File: config.mk
export PLATFORM = sky130hd
export DESIGN_NAME = cpm_pin_mux
export DESIGN_NICKNAME = d
export VERILOG_FILES = /design/src/cpm_pin_cell.sv /design/src/cpm_pin_mux.sv
export SDC_FILE = /design/constraint.sdc
export NUM_CORES = 1
export LEC_CHECK = 0
export CAP_MARGIN = 20
export CORE_MARGIN = 2
export CORE_UTILIZATION = 30
export CTS_CLUSTER_SIZE = 8
export DETAILED_ROUTE_END_ITERATION = 12
export DONT_BUFFER_PORTS = 1
export GPL_TIMING_DRIVEN = 0
export SYNTH_ARGS = -nofsm -noshare
export SYNTH_HDL_FRONTEND = slang
export SYNTH_SLANG_ARGS = --single-unit
File: constraint.sdc
create_clock -name clk -period 7.3 [get_ports clk]
set_input_delay 2.19 -clock clk [delete_from_list [all_inputs] [get_ports clk]]
set_output_delay 2.19 -clock clk [all_outputs]
set_load 0.05 [all_outputs]
File: src/cpm_pin_cell.sv
// package of shared constants and one configurable pin cell
// assumes a single 100 MHz clock and an asynchronous active-low reset
package cpm_pkg;
  // =====================================================================
  // pin function options
  typedef enum logic [4:0] {
    OPT_TRISTATE = 5'h00,
    OPT_DRIVE1 = 5'h01,
    OPT_DRIVE0 = 5'h02,
    OPT_LINE_DRV = 5'h03,
    OPT_POWER_EN = 5'h04,
    OPT_SEND_LED = 5'h05,
    OPT_RECV_LED = 5'h06,
    OPT_TRAFFIC_LED = 5'h07,
    OPT_SLEEP = 5'h08,
    OPT_CLK24 = 5'h09,
    OPT_CLK12 = 5'h0a,
    OPT_CLK6 = 5'h0b,
    OPT_GPIO = 5'h0c,
    OPT_CHARGER = 5'h0d,
    OPT_CHARGER_N = 5'h0e,
    OPT_WR_STROBE = 5'h0f,
    OPT_RD_STROBE = 5'h10,
    OPT_BUS_SENSE = 5'h11,
    OPT_TIMESTAMP = 5'h12,
    OPT_KEEP_AWAKE = 5'h13
  } cpm_opt_t;
  localparam int OPT_COUNT = 20;
  localparam int SEL_W = 5;
  localparam int PIN_COUNT = 4;
  localparam int SEL_ALL_W = SEL_W * PIN_COUNT;
  // =====================================================================
  // power-up selection: line driver, receive led, send led, sleep
  localparam logic [SEL_ALL_W-1:0] SEL_DEFAULT = {
    OPT_SLEEP, OPT_SEND_LED, OPT_RECV_LED, OPT_LINE_DRV};
  // =====================================================================
  // register map (byte addresses) and fields
  localparam logic [7:0] ADDR_SEL = 8'h00;
  localparam logic [7:0] ADDR_CTRL = 8'h04;
  localparam logic [7:0] ADDR_GPIO = 8'h08;
  localparam logic [7:0] ADDR_STATUS = 8'h0c;
  localparam int CTRL_PULLDN_BIT = 0;
  localparam int CTRL_RELOAD_BIT = 1;
  localparam int GPIO_OE_LSB = 4;
  localparam int ST_BUSPWR_BIT = 4;
  localparam int ST_AWAKE_BIT = 5;
  localparam int ST_SUSP_BIT = 6;
  localparam int ST_STAMP_BIT = 7;
  localparam int ST_LOADED_BIT = 8;
  // =====================================================================
  // timing
  localparam longint CLK_HZ = 100_000_000;
  localparam longint FAST_TOGGLE_HZ = 48_000_000;
  localparam int NCO_W = 16;
  localparam logic [NCO_W-1:0] NCO_INC =
    NCO_W'((FAST_TOGGLE_HZ * (64'h1 << NCO_W)) / CLK_HZ);
  localparam longint LED_STRETCH_US = 1000;
  localparam int LED_STRETCH_CYC =
    int'((LED_STRETCH_US * CLK_HZ) / 1_000_000);
  localparam int LED_CNT_W = 20;
endpackage

`timescale 1ns/10ps
module cpm_pin_cell
  import cpm_pkg::*;
(
  // clock and reset
  input wire logic clk,
  input wire logic rst_n,
  // selection and sources
  input wire logic [SEL_W-1:0] sel,
  input wire logic [OPT_COUNT-1:0] srcLevel,
  input wire logic gpioOut,
  input wire logic gpioOe,
  input wire logic suspPullDn,
  // pad controls
  output logic padOut,
  output logic padOe,
  output logic padPullUp,
  output logic padPullDn
);
  logic outD;
  logic oeD;
  logic inputMode;

  always_comb begin
    outD = 1'b0;
    oeD = 1'b1;
    inputMode = 1'b0;
    case (cpm_opt_t'(sel))
      OPT_TRISTATE: begin
        oeD = 1'b0;
      end
      OPT_GPIO: begin
        outD = gpioOut;
        oeD = gpioOe;
        inputMode = ~gpioOe;
      end
      OPT_BUS_SENSE, OPT_KEEP_AWAKE: begin
        oeD = 1'b0;
        inputMode = 1'b1;
      end
      default: begin
        // unused codes fall back to a low drive, never an unknown
        outD = (sel < SEL_W'(OPT_COUNT)) ? srcLevel[sel] : 1'b0;
      end
    endcase
  end

  // =====================================================================
  // registered pad drive
  always_ff @(posedge clk or negedge rst_n) begin
    if (!rst_n) begin
      padOut <= 1'b0;
      padOe <= 1'b0;
      padPullUp <= 1'b1;
      padPullDn <= 1'b0;
    end else begin
      padOut <= outD;
      padOe <= oeD;
      padPullUp <= inputMode & ~suspPullDn;
      padPullDn <= inputMode & suspPullDn;
    end
  end
endmodule

File: src/cpm_pin_mux.sv
// four configurable pins, each muxing one function from a shared set
// assumes usb, uart and bit-bang status come from logic on clk;
// pad inputs are asynchronous and are synchronised here
`timescale 1ns/10ps
module cpm_pin_mux
  import cpm_pkg::*;
#(
  parameter int LedStretchCyc = LED_STRETCH_CYC
)
(
  // clock and reset
  input wire logic clk,
  input wire logic rst_n,
  // apb slave
  input wire logic psel,
  input wire logic penable,
  input wire logic pwrite,
  input wire logic [7:0] paddr,
  input wire logic [31:0] pwdata,
  output logic [31:0] prdata,
  output logic pready,
  output logic pslverr,
  // nonvolatile configuration
  input wire logic [SEL_ALL_W-1:0] nvmSel,
  input wire logic nvmValid,
  // device status
  input wire logic uartSending,
  input wire logic usbConfigured,
  input wire logic usbSuspend,
  input wire logic usbSendEvent,
  input wire logic usbRecvEvent,
  input wire logic usbSofEvent,
  input wire logic chargerDetected,
  input wire logic parallelWriteStrobeN,
  input wire logic parallelReadStrobeN,
  // results for the device
  output logic busPowerSense,
  output logic keepAwake,
  // pads
  input wire logic [PIN_COUNT-1:0] padIn,
  output logic [PIN_COUNT-1:0] padOut,
  output logic [PIN_COUNT-1:0] padOe,
  output logic [PIN_COUNT-1:0] padPullUp,
  output logic [PIN_COUNT-1:0] padPullDn
);
  logic [SEL_ALL_W-1:0] sel_q;
  logic loadPending_q;
  logic suspPullDn_q;
  logic [PIN_COUNT-1:0] gpioOut_q;
  logic [PIN_COUNT-1:0] gpioOe_q;
  logic [PIN_COUNT-1:0] padSync1_q;
  logic [PIN_COUNT-1:0] padSync2_q;
  logic stamp_q;
  logic [NCO_W-1:0] nco_q;
  logic clk24_q;
  logic clk12_q;
  logic clk6_q;
  logic [2:0] ledFire;
  logic [2:0] ledOn;
  logic [OPT_COUNT-1:0] srcLevel;
  logic [PIN_COUNT-1:0] senseHit;
  logic [PIN_COUNT-1:0] awakeHit;
  logic [NCO_W:0] ncoSum;
  logic setup;
  logic access;
  logic [31:0] rdD;
  logic errD;

  // =====================================================================
  // selection load; held between reloads
  always_ff @(posedge clk or negedge rst_n) begin
    if (!rst_n) begin
      sel_q <= SEL_DEFAULT;
      loadPending_q <= 1'b1;
    end else if (access && pwrite && paddr == ADDR_CTRL &&
                 pwdata[CTRL_RELOAD_BIT]) begin
      // re-arm wins over a load in the same cycle
      loadPending_q <= 1'b1;
    end else if (loadPending_q && nvmValid) begin
      sel_q <= nvmSel;
      loadPending_q <= 1'b0;
    end
  end

  // =====================================================================
  // pad input synchroniser
  always_ff @(posedge clk or negedge rst_n) begin
    if (!rst_n) begin
      padSync1_q <= '1;
      padSync2_q <= '1;
    end else begin
      padSync1_q <= padIn;
      padSync2_q <= padSync1_q;
    end
  end

  // =====================================================================
  // timestamp toggle
  always_ff @(posedge clk or negedge rst_n) begin
    if (!rst_n) begin
      stamp_q <= 1'b0;
    end else if (usbSofEvent) begin
      stamp_q <= ~stamp_q;
    end
  end

  // =====================================================================
  // clock outputs from a phase accumulator; edges jitter by one
  // system cycle since 48 MHz does not divide 100 MHz
  assign ncoSum = {1'b0, nco_q} + {1'b0, NCO_INC};

  always_ff @(posedge clk or negedge rst_n) begin
    if (!rst_n) begin
      nco_q <= '0;
      clk24_q <= 1'b0;
      clk12_q <= 1'b0;
      clk6_q <= 1'b0;
    end else if (usbSuspend) begin
      nco_q <= '0;
      clk24_q <= 1'b0;
      clk12_q <= 1'b0;
      clk6_q <= 1'b0;
    end else begin
      nco_q <= ncoSum[NCO_W-1:0];
      if (ncoSum[NCO_W]) begin
        clk24_q <= ~clk24_q;
        if (clk24_q) begin
          clk12_q <= ~clk12_q;
          if (clk12_q) begin
            clk6_q <= ~clk6_q;
          end
        end
      end
    end
  end

  // =====================================================================
  // led stretchers: send, receive, traffic
  assign ledFire[0] = usbSendEvent;
  assign ledFire[1] = usbRecvEvent;
  assign ledFire[2] = usbSendEvent | usbRecvEvent;

  for (genvar i = 0; i < 3; i++) begin : gLed
    logic [LED_CNT_W-1:0] cnt_q;
    always_ff @(posedge clk or negedge rst_n) begin
      if (!rst_n) begin
        cnt_q <= '0;
      end else if (ledFire[i]) begin
        cnt_q <= LED_CNT_W'(LedStretchCyc);
      end else if (cnt_q != '0) begin
        cnt_q <= cnt_q - LED_CNT_W'(1);
      end
    end
    assign ledOn[i] = (cnt_q != '0);
  end

  // =====================================================================
  // option source levels
  always_comb begin
    srcLevel = '0;
    srcLevel[OPT_DRIVE1] = 1'b1;
    srcLevel[OPT_DRIVE0] = 1'b0;
    srcLevel[OPT_LINE_DRV] = uartSending;
    srcLevel[OPT_POWER_EN] = usbSuspend | ~usbConfigured;
    srcLevel[OPT_SEND_LED] = ~ledOn[0];
    srcLevel[OPT_RECV_LED] = ~ledOn[1];
    srcLevel[OPT_TRAFFIC_LED] = ~ledOn[2];
    srcLevel[OPT_SLEEP] = ~usbSuspend;
    srcLevel[OPT_CLK24] = clk24_q;
    srcLevel[OPT_CLK12] = clk12_q;
    srcLevel[OPT_CLK6] = clk6_q;
    srcLevel[OPT_CHARGER] = chargerDetected;
    srcLevel[OPT_CHARGER_N] = ~chargerDetected;
    srcLevel[OPT_WR_STROBE] = parallelWriteStrobeN;
    srcLevel[OPT_RD_STROBE] = parallelReadStrobeN;
    srcLevel[OPT_TIMESTAMP] = stamp_q;
  end

  // =====================================================================
  // pin cells
  for (genvar p = 0; p < PIN_COUNT; p++) begin : gPin
    logic [SEL_W-1:0] pinSel;
    assign pinSel = sel_q[p*SEL_W +: SEL_W];
    assign senseHit[p] = (pinSel == OPT_BUS_SENSE) & padSync2_q[p];
    assign awakeHit[p] = (pinSel == OPT_KEEP_AWAKE) & ~padSync2_q[p];
    cpm_pin_cell uCell (
      .clk(clk),
      .rst_n(rst_n),
      .sel(pinSel),
      .srcLevel(srcLevel),
      .gpioOut(gpioOut_q[p]),
      .gpioOe(gpioOe_q[p]),
      .suspPullDn(suspPullDn_q & usbSuspend),
      .padOut(padOut[p]),
      .padOe(padOe[p]),
      .padPullUp(padPullUp[p]),
      .padPullDn(padPullDn[p])
    );
  end

  // =====================================================================
  // sensed inputs
  always_ff @(posedge clk or negedge rst_n) begin
    if (!rst_n) begin
      busPowerSense <= 1'b0;
      keepAwake <= 1'b0;
    end else begin
      busPowerSense <= |senseHit;
      keepAwake <= |awakeHit;
    end
  end

  // =====================================================================
  // apb slave: no wait state; read data is registered in the setup phase so it comes from a flop
  assign setup = psel & ~penable & ~pready;
  // writes land only at the edge that completes the access
  assign access = psel & penable & pready;

  always_ff @(posedge clk or negedge rst_n) begin
    if (!rst_n) begin
      suspPullDn_q <= 1'b0;
      gpioOut_q <= '0;
      gpioOe_q <= '0;
    end else if (access && pwrite) begin
      if (paddr == ADDR_CTRL) begin
        suspPullDn_q <= pwdata[CTRL_PULLDN_BIT];
      end else if (paddr == ADDR_GPIO) begin
        gpioOut_q <= pwdata[PIN_COUNT-1:0];
        gpioOe_q <= pwdata[GPIO_OE_LSB +: PIN_COUNT];
      end
    end
  end

  always_comb begin
    rdD = '0;
    errD = 1'b0;
    if (paddr == ADDR_SEL) begin
      rdD[SEL_ALL_W-1:0] = sel_q;
      errD = pwrite;
    end else if (paddr == ADDR_CTRL) begin
      rdD[CTRL_PULLDN_BIT] = suspPullDn_q;
    end else if (paddr == ADDR_GPIO) begin
      rdD[PIN_COUNT-1:0] = gpioOut_q;
      rdD[GPIO_OE_LSB +: PIN_COUNT] = gpioOe_q;
    end else if (paddr == ADDR_STATUS) begin
      rdD[PIN_COUNT-1:0] = padSync2_q;
      rdD[ST_BUSPWR_BIT] = busPowerSense;
      rdD[ST_AWAKE_BIT] = keepAwake;
      rdD[ST_SUSP_BIT] = usbSuspend;
      rdD[ST_STAMP_BIT] = stamp_q;
      rdD[ST_LOADED_BIT] = ~loadPending_q;
      errD = pwrite;
    end else begin
      errD = 1'b1;
    end
  end

  always_ff @(posedge clk or negedge rst_n) begin
    if (!rst_n) begin
      pready <= 1'b0;
      pslverr <= 1'b0;
      prdata <= '0;
    end else if (setup) begin
      pready <= 1'b1;
      pslverr <= errD;
      prdata <= pwrite ? 32'h0000_0000 : rdD;
    end else begin
      pready <= 1'b0;
      pslverr <= 1'b0;
      prdata <= '0;
    end
  end
endmodule

==> impl_metrics.toml <==
[place]
numPortBuffers = 0
gp_congestion = 0.847
dp_hpwl_um = 13700
place_area_um2 = 8380

[cells_and_area]
fin_util = 0.346
register_area_um2 = 3980
multiInputGateArea_um2 = 3490
syn2layout_area_growth_pct = 13.8
drive_above_1_share = 0.152
fill_cells = 2663
final_cell_mix = "138 x dfrtp_1, 114 x nor2_1, 38 x nand2_1"
final_common_cell = "dfrtp_1"
nets = 904
fin_area_um2 = 9000

[worst_setup_path]
r2r_slack_ps = 4530
reg2reg_from = "gLed[1].cnt_q[0]"
reg2regPathDepth = 9
cp_data_arrival_time_ps = 4230
reg2reg_to = "gPin[2].uCell.padOut"
cp-end-kind = "flip-flop"
crit_required_ps = 7600
crit_fanout = 10
crit_type = "in2reg"
cp-start-kind = "primary input"

[yosys]
yosysWarnings = 0
netlist_area_um2 = 7910
ys_async_sr_fraction = 1.00
synth-seq-cells = 158
synth_cells = 790
seq_area_frac_synth = 0.503
synth_flop_cell = "dfrtp_1"
avgSynthCellArea_um2 = 10.0
synth_edf_count = 0
yosysUniqueCellTypes = 63

[drt]
met3WireLength_um = 1240
vias = 5760
drt-vias-per-instance = 4.92
wl_met1_um = 9060
top_layer = "met5"
first_pass_iters = 5
wl_met2_um = 8600
drtAntennaViolNets = 0
wl_um = 19200
wl_per_cell_um = 16.4
drt_iter0_drc = 336
post-route-drc-count = 0

[grt]
grt.total_usage = 0.142
overflow = 0
antenna_found_initial = 5
grt_pass1_vias = 5632
grt_pass1_wl_um = 31300
grt_max_degree = 159

[clock_network]
clk_latency_ps = 430
numCtsBuffers = 17
cts_buffer_depth = 2
post-cts-setup-buffers = 0
cts_root_buf = "clkbuf_16"
cts-hold-fix-buffers = 0
cts_tree = "yes"
htreeDepth = 4
clkTransAtPathRegs_ps = 60
cts.sinks = 158
cts_resized = 0

[die]
die_w_um = 166
start_util = 0.304
coreArea_um2 = 26000
core.rowCount = 59
io_pins = 131
die-area_um2 = 27700
die_h_um = 166

[timing]
rsz0062_at_grt = "no"
max_slew.worst_pin.slew_ps = 858
holdWs_ps = 356
setup_violations = 0
tns_ps = 0
skew_ps = 15.8
fmax_mhz = 255
hold_violations = 0
min_period_ps = 3930
maxSlewHeadroom = 0.427
final.period_utilization = 0.538
maxSlewViolCount = 0

[worst_hold_path]
worstHoldPathCells = 0
hp-start = "padSync1_q[0]"
hp-class = "reg2reg"
whs_endpoint = "padSync2_q[0]"

[run]
maxCapViolCount = 0

[pwr]
power.density_nw_per_um2 = 254
power.leakage_nw = 3.75
power.total_mw = 2.29
vdd_drop_max_v = 0.000156

[status]
status = "finished, final reports clean"
kinds of logic (layout without fill, tap and decap cells):
logic type	after synthesis	in the layout	share of synthesized area
other	1	15	0.000474
flip-flops	158	158	0.503
buffers and inverters	95	127	0.0606
multiplexers	49	49	0.0696
AND/OR/NAND/NOR	307	307	0.198
AO/OA/AOI/OAI	119	119	0.0991
adder cells (fa/ha/maj)	4	4	0.00633
XOR/XNOR	57	57	0.0631
how the worst max path moves through the flow:
stage / from / end / slack [ps] / cells after the start
global placement: paddr[3] / gpioOe_q[2] / 2430 / 3
CTS: paddr[3] / sel_q[13] / 3410 / 6
detailed placement: paddr[3] / sel_q[19] / 2960 / 6
finish: paddr[3] / sel_q[13] / 3370 / 6
floorplan: paddr[3] / gpioOe_q[0] / 3460 / 3
global route: paddr[3] / sel_q[11] / 3280 / 6
sequential cells by signal, summed over array words and instances (netlist names), 4 cells and up:
register,flops
gpioOe_q,4
gLed.cnt_q,60
nco_q,16
gPin.uCell.padPullDn,4
gPin.uCell.padOe,4
gpioOut_q,4
gPin.uCell.padPullUp,4
sel_q,20
gPin.uCell.padOut,4
padSync2_q,4
prdata,20
padSync1_q,4
worst max-delay path, stage by stage:
cell and delay [ps]:
clkbuf_1 570, nor3b_1 160, nand2_1 120, and3_1 220, clkbuf_1 560, mux2_2 400
area by class of cell:
cell class / count / area share
inverter: 28 / 0.0117
clock buffer: 17 / 0.0473
tap: 335 / 0.0466
sequential: 158 / 0.442
antenna: 3 / 0.000834
buffer: 67 / 0.0416
timing repair buffer: 1 / 0.00125
clock inverter: 14 / 0.0200
multi-input combinational: 548 / 0.388
through the flow:
stage / instances / worst slack, ps
floorplan: 801 / 3460
global placement: 1136 / 2430
detailed placement: 1137 / 2960
CTS: 1168 / 3410
global route: 1168 / 3280
finish: 1171 / 3370
layer usage:
metal / up-vias / track usage
met1: 2826 / 0.198
met2: 129 / 0.215
met5: - / 0
li1: 2779 / -
met4: 4 / 0.0360
met3: 22 / 0.0458
power breakdown:
group          leakage [nW]  internal, mW  switching (mW)
clock                 0.290         0.544           0.384
sequential             1.97         0.944          0.0771
combinational          1.49         0.136           0.199
total                  3.75          1.62           0.661
synth_stat cells, types with 5 or more instances:
cell type / number / area [µm²]
a211oi_1: 5 / 37.5
inv_1: 28 / 105
nor3b_1: 5 / 37.5
mux2i_1: 19 / 190
nand3b_1: 8 / 60.1
nor3_1: 29 / 145
mux2_2: 28 / 315
nand2b_1: 10 / 62.6
a31oi_1: 7 / 43.8
nor2_1: 114 / 428
o211ai_1: 8 / 60.1
nand4_1: 8 / 50.1
clkbuf_1: 30 / 113
a21oi_1: 34 / 170
xnor2_1: 33 / 289
nand3_1: 20 / 100
and3_1: 6 / 37.5
and2_1: 7 / 43.8
buf_4: 30 / 225
xor2_1: 24 / 210
nor2b_1: 9 / 56.3
or4_1: 5 / 37.5
o31ai_1: 6 / 45.0
or2_2: 5 / 31.3
dfstp_2: 20 / 526
nor4_1: 23 / 144
dfrtp_1: 138 / 3450
nand2_1: 38 / 143
o21a_1: 5 / 37.5
o21ai_0: 27 / 135
Power figures use the tool's default switching activity.
